==> config.mk <==
export PLATFORM = sky130hd
export DESIGN_NAME = link_regs
export DESIGN_NICKNAME = d
export VERILOG_FILES = /design/src/rtl/link_regs_pkg.sv /design/src/rtl/link_regs.sv
export SDC_FILE = /design/constraint.sdc
export NUM_CORES = 1
export LEC_CHECK = 0
export BUFFER_PORTS_ARGS = -buffer_cell sky130_fd_sc_hd__clkbuf_2
export CAP_MARGIN = 20
export CORE_MARGIN = 3
export CORE_UTILIZATION = 40
export CTS_CLUSTER_DIAMETER = 50
export DETAILED_ROUTE_END_ITERATION = 8
export PLACE_DENSITY_LB_ADDON = 0.15
export SLEW_MARGIN = 20
export SYNTH_ARGS = -nofsm -noshare
export SYNTH_HDL_FRONTEND = slang
export SYNTH_SLANG_ARGS = --single-unit
export TNS_END_PERCENT = 10
==> constraint.sdc <==
create_clock -name clk_i -period 1.68 [get_ports clk_i]
set_input_delay 0 -clock clk_i [delete_from_list [all_inputs] [get_ports clk_i]]
set_output_delay 0 -clock clk_i [all_outputs]
set_load 0.05 [all_outputs]
==> src/rtl/link_regs_pkg.sv <==
// register map, field positions and reset values of the link register slice
package link_regs_pkg;
   // ==========================================================
   // register byte offsets
   localparam logic [7:0] TX_MASK_SET_OFS    = 8'h98;
   localparam logic [7:0] TX_MASK_CLR_OFS    = 8'h9c;
   localparam logic [7:0] RX_EVENT_SET_OFS   = 8'ha0;
   localparam logic [7:0] RX_EVENT_CLR_OFS   = 8'ha4;
   localparam logic [7:0] RX_MASK_SET_OFS    = 8'ha8;
   localparam logic [7:0] RX_MASK_CLR_OFS    = 8'hac;
   localparam logic [7:0] INIT_BW_OFS        = 8'hb0;
   localparam logic [7:0] INIT_CH_HI_OFS     = 8'hb4;
   localparam logic [7:0] INIT_CH_LO_OFS     = 8'hb8;
   localparam logic [7:0] FAIRNESS_OFS       = 8'hdc;
   localparam logic [7:0] LINK_CTRL_SET_OFS  = 8'he0;
   localparam logic [7:0] LINK_CTRL_CLR_OFS  = 8'he4;
   localparam logic [7:0] STATUS_OFS         = 8'hf8;
   // ==========================================================
   // widths
   localparam int TX_CHANNELS = 8;
   localparam int RX_CHANNELS = 4;
   localparam int BW_WIDTH    = 13;
   localparam int PRI_WIDTH   = 8;
   // ==========================================================
   // link control field positions
   localparam int EXT_ROLLOVER_BIT   = 22;
   localparam int CYCLE_MASTER_BIT   = 21;
   localparam int OFFSET_ENABLE_BIT  = 20;
   localparam int PHY_PKT_BIT        = 10;
   localparam int SELF_ID_BIT        = 9;
   localparam int SYNC_LOCK_BIT      = 6;
   localparam logic [31:0] LINK_CTRL_WRITABLE = 32'h0070_0640;
   // ==========================================================
   // reset values
   localparam logic [12:0] INIT_BW_RESET    = 13'h1333;
   localparam logic [31:0] INIT_CH_RESET    = 32'hffff_ffff;
   localparam logic [7:0]  PRI_REQ_RESET    = 8'h00;
   // ==========================================================
   // cycle timer
   localparam logic [11:0] OFFSET_LAST      = 12'hbff;
endpackage

==> src/rtl/link_regs.sv <==
// host-visible register slice of a serial-bus link controller
`timescale 1ns/1ps
// How it works
// - transmit mask bits set by ones at set address, cleared at clear address.
// - mask reads at set or clear address return the mask unchanged.
// - a finished input descriptor with interrupt bits pulses its channel flag.
// - receive flag sets on rising edge of channel interrupt or software set.
// - receive flag clears only by writing one at clear address.
// - receive event read at clear address returns events AND mask.
// - four receive flags in bits 3..0; upper bits read zero.
// - receive mask bits set/cleared through set/clear address pair.
// - bandwidth field resets to 1333h on chip reset, not bus reset; read/write.
// - bandwidth field copied to bandwidth CSR on global, fundamental, function or bus reset, not power-on.
// - channels high resets all ones; copied to its CSR on resets.
// - channels low resets all ones; copied to its CSR on resets.
// - eight-bit priority request limit, default zero, upper bits zero.
// - external rollover select picks external input or 3072-count rollover.
// - cycle master sends cycle start per rollover while the count enable bit is set, else follows received ones.
// - overlong cycle event clears cycle master and blocks setting it.
// - offset counts only while the count enable bit is set.
// - phy packet accept bit, gated by async receive context enable.
// - self-id accept bit; software loads buffer pointer first.
// - sync lock forces tag-one sync filter bit on in all contexts.
// - sync lock clears only on fundamental, global or power-on reset.
// - link control reserved bits read zero; set/clear address pair.
// - eight transmit flags in bits 7..0 enabled by transmit mask.
module link_regs
   import link_regs_pkg::*;
(
   input  wire logic                   clk_i,
   input  wire logic                   rst_i,
   input  wire logic                   global_reset_input_i,
   input  wire logic                   host_link_fundamental_reset_i,
   input  wire logic                   function_reset_input_i,
   input  wire logic                   bus_reset_i,
   input  wire logic                   power_on_reset_i,
   input  wire logic                   cyc_i,
   input  wire logic                   stb_i,
   input  wire logic                   we_i,
   input  wire logic [7:0]             adr_i,
   input  wire logic [3:0]             sel_i,
   input  wire logic [31:0]            dat_i,
   output logic      [31:0]            dat_o,
   output logic                        ack_o,
   output logic                        err_o,
   input  wire logic [TX_CHANNELS-1:0] tx_channel_flag_i,
   input  wire logic [RX_CHANNELS-1:0] rx_context_irq_i,
   input  wire logic                   overlong_cycle_event_i,
   input  wire logic                   external_cycle_input_i,
   input  wire logic                   tick_24m_i,
   input  wire logic                   cycle_start_received_i,
   input  wire logic                   async_receive_context_i,
   output logic                        iso_transmit_summary_irq_o,
   output logic                        iso_receive_summary_irq_o,
   output logic      [12:0]            bandwidth_available_o,
   output logic      [31:0]            channels_available_hi_o,
   output logic      [31:0]            channels_available_lo_o,
   output logic      [7:0]             pri_req_limit_o,
   output logic      [11:0]            cycle_offset_o,
   output logic                        cycle_start_send_o,
   output logic                        accept_phy_packets_o,
   output logic                        accept_self_id_packets_o,
   output logic                        tag_one_sync_filter_force_o
);
   // ==========================================================
   // synchronisers for outside pins and reset requests
   logic [6:0] sync1_r;
   logic [6:0] sync2_r;
   logic       ext_cycle_prev_r;
   logic       tick_prev_r;
   logic [RX_CHANNELS-1:0] rx_irq_s1_r;
   logic [RX_CHANNELS-1:0] rx_irq_s2_r;
   logic [RX_CHANNELS-1:0] rx_irq_prev_r;

   always_ff @(posedge clk_i)
   begin
      if (rst_i)
      begin
         sync1_r          <= '0;
         sync2_r          <= '0;
         ext_cycle_prev_r <= 1'b0;
         tick_prev_r      <= 1'b0;
         rx_irq_s1_r      <= '0;
         rx_irq_s2_r      <= '0;
         rx_irq_prev_r    <= '0;
      end
      else
      begin
         sync1_r <= {tick_24m_i, external_cycle_input_i, power_on_reset_i, bus_reset_i,
                     function_reset_input_i, host_link_fundamental_reset_i,
                     global_reset_input_i};
         sync2_r          <= sync1_r;
         ext_cycle_prev_r <= sync2_r[5];
         tick_prev_r      <= sync2_r[6];
         rx_irq_s1_r      <= rx_context_irq_i;
         rx_irq_s2_r      <= rx_irq_s1_r;
         rx_irq_prev_r    <= rx_irq_s2_r;
      end
   end

   logic global_reset_input;
   logic host_link_fundamental_reset;
   logic function_reset_input;
   logic bus_rst;
   logic por;
   logic ext_tick;
   logic clk24_tick;
   logic csr_load;
   assign global_reset_input       = sync2_r[0];
   assign host_link_fundamental_reset      = sync2_r[1];
   assign function_reset_input       = sync2_r[2];
   assign bus_rst    = sync2_r[3];
   assign por        = sync2_r[4];
   assign ext_tick   = sync2_r[5] & ~ext_cycle_prev_r;
   assign clk24_tick = sync2_r[6] & ~tick_prev_r;
   assign csr_load   = global_reset_input | host_link_fundamental_reset | function_reset_input | bus_rst;

   // ==========================================================
   // wishbone slave decode
   logic req;
   logic wr;
   logic hit;
   logic [31:0] wmask;
   assign req = cyc_i & stb_i & ~ack_o & ~err_o;
   assign wr  = req & we_i & hit;
   assign wmask = {{8{sel_i[3]}}, {8{sel_i[2]}}, {8{sel_i[1]}}, {8{sel_i[0]}}};
   logic [31:0] wbits;
   assign wbits = dat_i & wmask;

   always_comb
   begin
      case (adr_i)
         TX_MASK_SET_OFS, TX_MASK_CLR_OFS, RX_EVENT_SET_OFS, RX_EVENT_CLR_OFS,
         RX_MASK_SET_OFS, RX_MASK_CLR_OFS, INIT_BW_OFS, INIT_CH_HI_OFS,
         INIT_CH_LO_OFS, FAIRNESS_OFS, LINK_CTRL_SET_OFS, LINK_CTRL_CLR_OFS,
         STATUS_OFS: hit = 1'b1;
         default: hit = 1'b0;
      endcase
   end

   // ==========================================================
   // interrupt masks and receive events
   logic [TX_CHANNELS-1:0] tx_mask_r;
   logic [RX_CHANNELS-1:0] rx_mask_r;
   logic [RX_CHANNELS-1:0] rx_event_r;

   always_ff @(posedge clk_i)
   begin
      if (rst_i)
         tx_mask_r <= '0;
      else if (wr && adr_i == TX_MASK_SET_OFS)
         tx_mask_r <= tx_mask_r | wbits[TX_CHANNELS-1:0];
      else if (wr && adr_i == TX_MASK_CLR_OFS)
         tx_mask_r <= tx_mask_r & ~wbits[TX_CHANNELS-1:0];
   end

   always_ff @(posedge clk_i)
   begin
      if (rst_i)
         rx_mask_r <= '0;
      else if (wr && adr_i == RX_MASK_SET_OFS)
         rx_mask_r <= rx_mask_r | wbits[RX_CHANNELS-1:0];
      else if (wr && adr_i == RX_MASK_CLR_OFS)
         rx_mask_r <= rx_mask_r & ~wbits[RX_CHANNELS-1:0];
   end

   genvar ch;
   generate
      for (ch = 0; ch < RX_CHANNELS; ch++)
      begin : g_rx_event
         logic set_ev;
         logic clr_ev;
         assign set_ev = (rx_irq_s2_r[ch] & ~rx_irq_prev_r[ch])
                       | (wr && adr_i == RX_EVENT_SET_OFS && wbits[ch]);
         assign clr_ev = wr && adr_i == RX_EVENT_CLR_OFS && wbits[ch];
         always_ff @(posedge clk_i)
         begin
            if (rst_i)
               rx_event_r[ch] <= 1'b0;
            else if (set_ev)
               rx_event_r[ch] <= 1'b1;
            else if (clr_ev)
               rx_event_r[ch] <= 1'b0;
         end
      end
   endgenerate

   assign iso_receive_summary_irq_o  = |(rx_event_r & rx_mask_r);
   assign iso_transmit_summary_irq_o = |(tx_channel_flag_i & tx_mask_r);

   // ==========================================================
   // initial bus-management values and fairness
   logic [12:0] init_bw_r;
   logic [31:0] init_ch_hi_r;
   logic [31:0] init_ch_lo_r;
   logic [7:0]  pri_req_r;
   logic        chip_rst;
   assign chip_rst = rst_i | global_reset_input;

   always_ff @(posedge clk_i)
   begin
      if (chip_rst)
      begin
         init_bw_r    <= INIT_BW_RESET;
         init_ch_hi_r <= INIT_CH_RESET;
         init_ch_lo_r <= INIT_CH_RESET;
         pri_req_r    <= PRI_REQ_RESET;
      end
      else if (wr)
      begin
         case (adr_i)
            INIT_BW_OFS:
               init_bw_r <= (init_bw_r & ~wmask[12:0]) | wbits[12:0];
            INIT_CH_HI_OFS:
               init_ch_hi_r <= (init_ch_hi_r & ~wmask) | wbits;
            INIT_CH_LO_OFS:
               init_ch_lo_r <= (init_ch_lo_r & ~wmask) | wbits;
            FAIRNESS_OFS:
               pri_req_r <= (pri_req_r & ~wmask[7:0]) | wbits[7:0];
            default: ;
         endcase
      end
   end

   always_ff @(posedge clk_i)
   begin
      if (rst_i)
      begin
         bandwidth_available_o   <= INIT_BW_RESET;
         channels_available_hi_o <= INIT_CH_RESET;
         channels_available_lo_o <= INIT_CH_RESET;
      end
      else if (csr_load)
      begin
         bandwidth_available_o   <= init_bw_r;
         channels_available_hi_o <= init_ch_hi_r;
         channels_available_lo_o <= init_ch_lo_r;
      end
   end
   assign pri_req_limit_o = pri_req_r;

   // ==========================================================
   // link control
   logic [31:0] link_ctrl_r;
   logic        lock_r;
   logic [31:0] lc_set;
   logic [31:0] lc_clr;
   assign lc_set = (wr && adr_i == LINK_CTRL_SET_OFS) ? (wbits & LINK_CTRL_WRITABLE) : '0;
   assign lc_clr = (wr && adr_i == LINK_CTRL_CLR_OFS) ? (wbits & LINK_CTRL_WRITABLE) : '0;

   always_ff @(posedge clk_i)
   begin
      if (rst_i)
         link_ctrl_r <= '0;
      else
      begin
         link_ctrl_r <= ((link_ctrl_r | lc_set) & ~lc_clr) & LINK_CTRL_WRITABLE;
         if (overlong_cycle_event_i)
            link_ctrl_r[CYCLE_MASTER_BIT] <= 1'b0;
      end
   end

   always_ff @(posedge clk_i)
   begin
      if (rst_i || host_link_fundamental_reset || global_reset_input || por)
         lock_r <= 1'b0;
      else if (lc_set[SYNC_LOCK_BIT])
         lock_r <= 1'b1;
   end

   logic [31:0] link_view;
   always_comb
   begin
      link_view = link_ctrl_r;
      link_view[SYNC_LOCK_BIT] = lock_r;
   end

   assign accept_phy_packets_o =
      link_ctrl_r[PHY_PKT_BIT] & async_receive_context_i;
   assign accept_self_id_packets_o    = link_ctrl_r[SELF_ID_BIT];
   assign tag_one_sync_filter_force_o = lock_r;

   // ==========================================================
   // cycle offset timer
   logic [11:0] offset_r;
   logic        rollover;
   always_comb
   begin
      if (link_ctrl_r[EXT_ROLLOVER_BIT])
         rollover = ext_tick;
      else
         rollover = clk24_tick && offset_r == OFFSET_LAST;
   end

   always_ff @(posedge clk_i)
   begin
      if (rst_i)
         offset_r <= '0;
      else if (!link_ctrl_r[CYCLE_MASTER_BIT] && cycle_start_received_i)
         offset_r <= '0;
      else if (link_ctrl_r[OFFSET_ENABLE_BIT])
      begin
         if (rollover)
            offset_r <= '0;
         else if (clk24_tick)
            offset_r <= offset_r + 12'h1;
      end
   end

   always_ff @(posedge clk_i)
   begin
      if (rst_i)
         cycle_start_send_o <= 1'b0;
      else
         cycle_start_send_o <= link_ctrl_r[CYCLE_MASTER_BIT]
                             & link_ctrl_r[OFFSET_ENABLE_BIT] & rollover;
   end
   assign cycle_offset_o = offset_r;

   // ==========================================================
   // read data and answer
   always_ff @(posedge clk_i)
   begin
      if (rst_i)
      begin
         ack_o <= 1'b0;
         err_o <= 1'b0;
         dat_o <= '0;
      end
      else
      begin
         ack_o <= req & hit;
         err_o <= req & ~hit;
         dat_o <= '0;
         if (req && hit && !we_i)
         begin
            case (adr_i)
               TX_MASK_SET_OFS, TX_MASK_CLR_OFS:
                  dat_o <= {24'h0, tx_mask_r};
               RX_EVENT_SET_OFS:
                  dat_o <= {28'h0, rx_event_r};
               RX_EVENT_CLR_OFS:
                  dat_o <= {28'h0, rx_event_r & rx_mask_r};
               RX_MASK_SET_OFS, RX_MASK_CLR_OFS:
                  dat_o <= {28'h0, rx_mask_r};
               INIT_BW_OFS:       dat_o <= {19'h0, init_bw_r};
               INIT_CH_HI_OFS:    dat_o <= init_ch_hi_r;
               INIT_CH_LO_OFS:    dat_o <= init_ch_lo_r;
               FAIRNESS_OFS:      dat_o <= {24'h0, pri_req_r};
               LINK_CTRL_SET_OFS, LINK_CTRL_CLR_OFS:
                  dat_o <= link_view;
               STATUS_OFS:        dat_o <= {20'h0, offset_r};
               default:           dat_o <= '0;
            endcase
         end
      end
   end
endmodule

==> impl_results.md, run 1 <==
- Status: finished with violations
- Violated checks: setup timing
- Final non-filler cell total: about 1.8k
- Top cells by area, synth: dfxtp_1 51%, nand2_1 11%, nand3b_1 5.4%, mux2i_1 3.2%, a21oi_1 3.0%
- Top achievable clock speed: between 0.5 and 0.6 GHz
- Critical Path End Type: register
- Ys async rst share: 0%
- EDFF count, synth: 0
- DR top layer: met4
- Synthesized flop and latch total: 259
- WL met2: roughly 14,000 µm
- Synth area leader: dfxtp_1
- Setup CP Type: register to register
- Ys Warns: 0
- Sink Count: approximately 260
- First-pass GRT wire length: between 50,000 and 60,000 µm
- Sequential area share after synthesis: 50.52%
- Overall Global Routing Usage: between 20% and 30%
- PwrDens: between 1000 and 1500 nW/µm²
- Core Area: roughly 25,000 µm²
- DRC Markers: 0
- Final-report hold violation count: 0
- Fin nets: around 1.5k
- Top cell type's share of synthesized area: slightly above 50%
- CTS tree: done
- Max_cap viols: 0
- Synth-to-Final Area Change: 35.82%
- Longest Clk Path Bufs: 3
- Data arrival, critical path: ~2.3 ns
- CTS buffer count: 30
- Port buffer count: ~210
- Avg WL per Cell: around 18 µm
- Row count: between 50 and 60
- Setup TNS: -0.9049 ns
- DR vias/cell: approximately 5.2
- Largest net degree at the start of global routing: around 100
- CTS clk-pin slew, worst paths: 0.06 ns
- Height of the die: around 170 µm
- Relative slew slack: between 60% and 70%
- Max rail drop VDD: about 0.8 mV
- Worst-margin pin slew: between 0.5 and 0.6 ns
- Startpoint Class: register
- Mapped Cells: roughly 1.2k
- Worst-skew pair later-pin latency: 0.57 ns
- Placed insts: about 1.7k
- Num ports: between 200 and 250
- Fin Clk Skew: roughly 0.016 ns
- Drt pass-1 iters: 5
- Final setup margin: -0.06085 ns
- Post-Syn Area: 10,260 µm²
- Pre-CTS WS: -0.1310 ns
- Die W: 166.2 µm
- Worst Path Max Fanout: 16
- DP Area: approximately 12,000 µm²
- CTS Root Cell: clkbuf_16
- Total gr overflow: 0
- Ant diodes: 0
- Slew Viols, Final: 0
- Vias in the first global route: approximately 9.1k
- Syn Area/Cell: between 8 and 9 µm²
- CP Data Required Time: between 2 and 2.5 ns
- Worst Hold Class: input pin to register
- Final instance area: roughly 14,000 µm²
- Period utilisation layout: 103.6%
- Metal-1 WL: 15,510 µm
- Initial antenna violation count: 0
- ANT nets after route: 0
- Met3 Routed Length: between 2000 and 2500 µm
- DP HPWL: between 20,000 and 25,000 µm
- Layout cells sized above 1: between 20 and 30%
- Total number of vias: about 9.3k
- RSZ-0062 raised after global routing: true
- Depth of the CTS H-tree: 1
- Leak pwr: around 0.0063 µW
- Initial cell density of the core: a little over 40%
- Unique masters post-synth: 62
- Number of setup violations in the final report: 19
- Synth Flop Type: dfxtp_1
- Min Tclk post-route: 1.741 ns
- Gpl congestion: ~0.9
- Drt total wl: between 30,000 and 40,000 µm
- Syn Nets: roughly 1.2k
- Die footprint: between 20,000 and 30,000 µm²
- Iteration-0 DRC Markers: 563
[placed cells by master (no fill, tap or decap), drive strengths merged, types with 8 or more instances in the layout]
cell type / instances
a21oi: 65
nand2: 310
nor2: 57
and3: 11
nand3: 53
nand3b: 74
a311oi: 14
nor3b: 8
o211ai: 8
nor2b: 41
nand2b: 10
o21ai: 13
mux2i: 33
a31oi: 9
a22oi: 38
clkbuf: 252
dlygate4sd3: 52
and2: 14
dfxtp: 259
buf: 78
xor2: 9
[routing by layer]
layer,up-vias,global-route usage [%]
met5,-,0
met4,0,5.859
met3,49,4.118
met2,324,35.66
met1,4347,32.80
li1,4576,-
[cell usage after synthesis (2+ instances only)]
cell	count
or2_1	2
a211oi_1	4
nor3_1	3
a22o_1	6
nor2_2	16
o221a_2	2
o21ai_0	11
nor4b_4	2
dfxtp_1	259
a22oi_1	38
buf_2	13
nor3b_1	6
mux2i_1	33
buf_4	2
a221oi_1	3
nand3b_1	74
o21ai_1	2
buf_6	5
a311oi_1	14
o22a_1	3
a31oi_1	8
nand4b_1	2
nor3b_2	2
nand2b_1	10
clkbuf_1	55
and2_1	13
nor4_1	4
nand4_1	2
a21oi_2	4
or2_2	3
nand2_1	309
o211ai_1	8
or3_1	3
xor2_1	9
a21oi_1	61
a32oi_1	2
nand4_2	2
nor2_1	39
inv_1	3
mux2_2	2
nor2b_1	41
and3_1	11
nand3_2	2
nand3_1	51
o31ai_1	2
[worst max-delay path: stages, from the launching register on]
cell and delay (ns):
dfxtp_4 0.34, nand4bb_4 0.22, buf_6 0.15, or3_4 0.33, or3_4 0.36, buf_12 0.17, nor2_1 0.10
[path summary, 6_finish.rpt]
path                                              endpoint                  start  cells past startpoint  slack (ns)
setup / recovery                      dat_o[17]$_SDFF_PP0_       err_o$_SDFF_PP0_                      6       -0.06
hold / removal                        dat_o[12]$_SDFF_PP0_               adr_i[0]                      4        0.05
setup reg to reg                      dat_o[17]$_SDFF_PP0_       err_o$_SDFF_PP0_                      6       -0.06
hold reg to reg   tag_one_sync_filter_force_o$_SDFFE_PP0P_  sync2_r[4]$_SDFF_PP0_                      1        0.40
[cell families after synthesis]
family | synth area share [%]
AO/OA/AOI/OAI | 11.35
XOR/XNOR | 0.8534
buffers and inverters | 3.486
adder cells (fa/ha/maj) | 0.1219
flip-flops | 50.52
multiplexers | 3.438
AND/OR/NAND/NOR | 30.23
[layout make-up]
| class | instances | area, µm² |
|---|---|---|
| fillers | 2279 | 10810 |
| flip-flops and latches | 259 | 5220 |
| multi-input cells | 825 | 4951 |
| repair buffers | 336 | 2285 |
| clock buffers | 46 | 922.1 |
| well taps | 324 | 405.4 |
| clock inverters | 10 | 145.1 |
| inverters | 3 | 11.26 |
[metrics by stage]
stage	hold slack [ns]	util, %	total power [µW]
after floorplan	0.06427	-	7674
after global placement	0.1908	49.02	8228
after detailed placement	0.1913	49.02	8238
after CTS	0.01636	55.93	15130
after global routing	0.06027	56.33	15560
final	0.04610	56.33	15020
[repair_timing]
action / CTS / global route
setup buffers: 0 / 0
gates resized for setup: 28 / 22
endpoints found under the setup margin: 88 / 171
pin swaps: 4 / 8
hold buffers: 52 / 0
hold endpoints to repair: 132 / 0
[power breakdown]
group | switching [µW] | internal [µW]
clock | 2690 | 4120
combinational | 1230 | 578
sequential | 93.2 | 6320
total | 4010 | 11000
(Power assumes the default switching activity.)
==> run 2: changes to the inputs <==
- ABC_AREA: default -> 1
==> run 2 against run 1 <==
The flow now finishes without violations. Clock skew is 0.0063 ns lower. Design area is 1.7% lower. First-iteration DRC count is 45% higher. Register-to-register slack better by 0.09 ns. Clock power hardly changed. Critical path depth is 5 higher. Die area is 1.3% lower. Worst hold slack better by 0.0061 ns. Synthesized cell count is 18% higher. Clock-buffer cell count is 6 lower. Non-clock buffer count is 8 lower. Critical path type unchanged.
==> impl_results.md, run 2 <==
- Status: completed
- Core Util, Final: 55.69% (-0.64 points)
- Fin nets: 1,731 (+13%)
- PwrDens: 1092 nW/µm² (+1.3%)
- Total number of vias: 10.02k (+7.7%)
- CP Data Required Time: 2.11 ns (-0.08 ns)
- Mux contribution to synthesized area: 0% (-3.4 points)
- CTS buffer count: 30 (unchanged)
- Sequential area share after synthesis: 51.22% (+0.71 points)
- Drt total wl: 32,770 µm (+0.71%)
- Max rail drop VDD: 0.6251 mV (-20%)
- Port buffer count: 207 (unchanged)
- Top achievable clock speed: 0.6057 GHz (+5.4%)
- Worst-margin pin slew: 0.5554 ns (+0.01874 ns)
- Ys async rst share: 0% (unchanged)
- Final hold slack: 0.05219 ns (+0.006085 ns)
- Synth Flop Type: dfxtp_1
- Height of the die: 165.1 µm (-0.67%)
- Post-Syn Area: 10,120 µm² (-1.4%)
- Setup TNS: 0 ns (+0.9049 ns)
- Synth Area in XOR/XNOR: 0.08653% (-0.77 points)
- Period utilisation layout: 98.27% (-5.3 points)
- Initial cell density of the core: 41.14% (-0.33 points)
- Critical Path End Type: register
- Ys Warns: 0 (unchanged)
- CTS clk-pin slew, worst paths: 0.06 ns (about the same)
- Num ports: 208 (unchanged)
- Synth-to-Final Area Change: 35.36%
- Relative slew slack: 62.97% (-1.2 points)
- Avg WL per Cell: 16.34 µm (-9.5%)
- Slew Viols, Final: 0 (unchanged)
- Syn Nets: 1,439 (+17%)
- Synth cell count leaders: 430 x nand2_1, 259 x dfxtp_1, 196 x nand3_1
- ANT nets after route: 0 (unchanged)
- Initial antenna violation count: 0 (unchanged)
- Largest net degree at the start of global routing: 80 (-22%)
- CTS tree: done
- DP Area: 11,870 µm² (-2.1%)
- Commonest non-fill, non-tap cell in the layout: nand2_1
- Main combinational cell family by area after synthesis: simple AND/OR/NAND/NOR gates
- Top-count cell post-synth: nand2_1
- Setup CP Type: register to register
- Max_cap viols: 0 (unchanged)
- Unique masters post-synth: 38 (-39%)
- DRC Markers: 0 (unchanged)
- Worst Hold Class: input pin to register
- Sink Count: 259 (unchanged)
- Worst-skew pair later-pin latency: 0.55 ns (-0.02 ns)
- Mapped Cells: 1,367 (+18%)
- Startpoint Class: register
- First-pass GRT wire length: 50,300 µm (-2.3%)
- Top cell type's share of synthesized area: 51.22% (+0.71 points)
- EDFF count, synth: 0 (unchanged)
- Number of setup violations in the final report: 0 (-19)
- Final-report hold violation count: 0 (unchanged)
- Total gr overflow: 0 (unchanged)
- Commonest non-fill, non-tap cells in the layout: 425 x nand2_1, 251 x dfxtp_1, 206 x clkbuf_2, 194 x nand3_1, 112 x inv_1
- Drt pass-1 iters: 5 (unchanged)
- Min Tclk post-route: 1.651 ns (-0.08985 ns)
- Gpl congestion: 0.8525 (-5.2%)
- Worst Path Max Fanout: 4 (-12)
- RSZ-0062 raised after global routing: true
- Die footprint: 27,250 µm² (-1.3%)
- Fin Clk Skew: 0.01017 ns (-0.006258 ns)
- Longest Clk Path Bufs: 3 (unchanged)
- Die W: 165.1 µm (-0.67%)
- Post-synthesis adder-cell area fraction: 0.1236% (+0.0017 points)
- Layout cells sized above 1: 23.31% (-5.6 points)
- Syn Area/Cell: 7.405 µm² (-16%)
- Synthesized flop and latch total: 259 (unchanged)
- Iteration-0 DRC Markers: 816 (+45%)
- Vias in the first global route: 9,380 (+2.8%)
- Simple-gate share of the synthesized area: 34.54% (+4.3 points)
- Row count: 57 (unchanged)
- CTS Root Cell: clkbuf_16
- Synth area leader: dfxtp_1
- DP HPWL: 22,830 µm (-1.9%)
- Ant diodes: 0 (unchanged)
- DR vias/cell: 4.993 (-3.2%)
- Core Area: 24,600 µm² (-0.58%)
- Leak pwr: 0.006648 µW (+6.3%)
- Top cells by area, synth: dfxtp_1 51%, nand2_1 16%, nand3_1 9.7%, inv_1 4.2%, nor2_1 3.9%
- Final instance area: 13,700 µm² (-1.7%)
- Synth Area in Compound Gates: 6.588% (-4.8 points)
- Depth of the CTS H-tree: 1 (unchanged)
- Overall Global Routing Usage: 23.22% (+0.38 points)
- Data arrival, critical path: 2.08 ns (-0.17 ns)
## run 2: cell count changes after synthesis, moves of 11 or more
cell | previous run | this run
nand4_1 | 2 | 26
nor3_1 | 3 | 16
nor2_1 | 39 | 105
inv_1 | 3 | 114
a311oi_1 | 14 | 0
nand2_1 | 309 | 430
nand3_1 | 51 | 196
nor2b_1 | 41 | 0
a22oi_1 | 38 | 1
and2_1 | 13 | 0
nor2_2 | 16 | 3
nand3b_1 | 74 | 0
mux2i_1 | 33 | 0
and3_1 | 11 | 0
## run 2: kinds of logic (layout without fill, tap and decap cells)
logic type                 count (synthesis)  count (layout)
xor gates and xnor gates                   1               1
AOI/OAI and AO/OA                        113             113
DFF                                      259             259
and+or+nand+nor                          805             806
buffers and inverters                    188             502
adders and majority gates                  1               1
## run 2: report_power, final
group          total (µW)  switching, µW  internal (µW)
Combinational        1680           1220            465
Sequential           6440            109           6330
Clock                6830           2640           4190
## run 2: critical path, cell delays in order (launching register included)
cell,delay [ns]
dfxtp_4,0.36
ha_4,0.14
nand2_2,0.06
nor2_2,0.13
nand2_1,0.07
nor3_2,0.21
nand2_1,0.08
o22ai_1,0.11
nand2_1,0.11
nand2_2,0.08
buf_4,0.13
nor3b_1,0.05
## run 2: cell type report
cell class / count / area (µm²)
sequential: 259 / 5200
clock inverter: 15 / 182.7
inverter: 119 / 450.4
clock buffer: 40 / 889.6
timing repair buffer: 328 / 2247
tap: 324 / 405.4
fill: 2339 / 10900
multi-input combinational: 921 / 4327
## run 2: path summary, 6_finish.rpt
path	depth (start not counted)	startpoint	slack, ns	endpoint
worst min register to register	2	sync1_r[4]$_SDFF_PP0_	0.40	sync2_r[4]$_SDFF_PP0_
worst min-delay path	6	adr_i[1]	0.05	ack_o$_SDFF_PP0_
worst max-delay path	11	cycle_offset_o[0]$_SDFFE_PP0P_	0.03	cycle_offset_o[3]$_SDFFE_PP0P_
worst max register to register	11	cycle_offset_o[0]$_SDFFE_PP0P_	0.03	cycle_offset_o[3]$_SDFFE_PP0P_
## run 2: what timing repair did
action	4_1_cts	5_1_grt
buffers inserted	0	11
hold buffers	52	0
endpoints found under the setup margin	0	93
resized for setup	0	32
endpoints found under the hold margin	129	0
## run 2: routing by layer
layer	vias up	part of all wire, %	routed length, µm	global-route usage (%)
met1	4619	44	14320	31.06
met5	-	0	0	0
met2	319	46	15200	38.11
met3	64	7.2	2353	4.465
li1	5014	-	-	-
met4	0	2.8	910	6.977
## run 2: per-stage QoR
step / cells / setup WS [ns] / total power (µW)
5_1_grt: 2006 / -0.1232 / 15530
6_report: 2006 / 0.02900 / 14960
3_5_place_dp: 1887 / -0.09586 / 8157
4_1_cts: 1994 / 0.0007496 / 15090
2_1_floorplan: 1367 / 0.02239 / 7636
3_3_place_gp: 1887 / -0.03535 / 8150
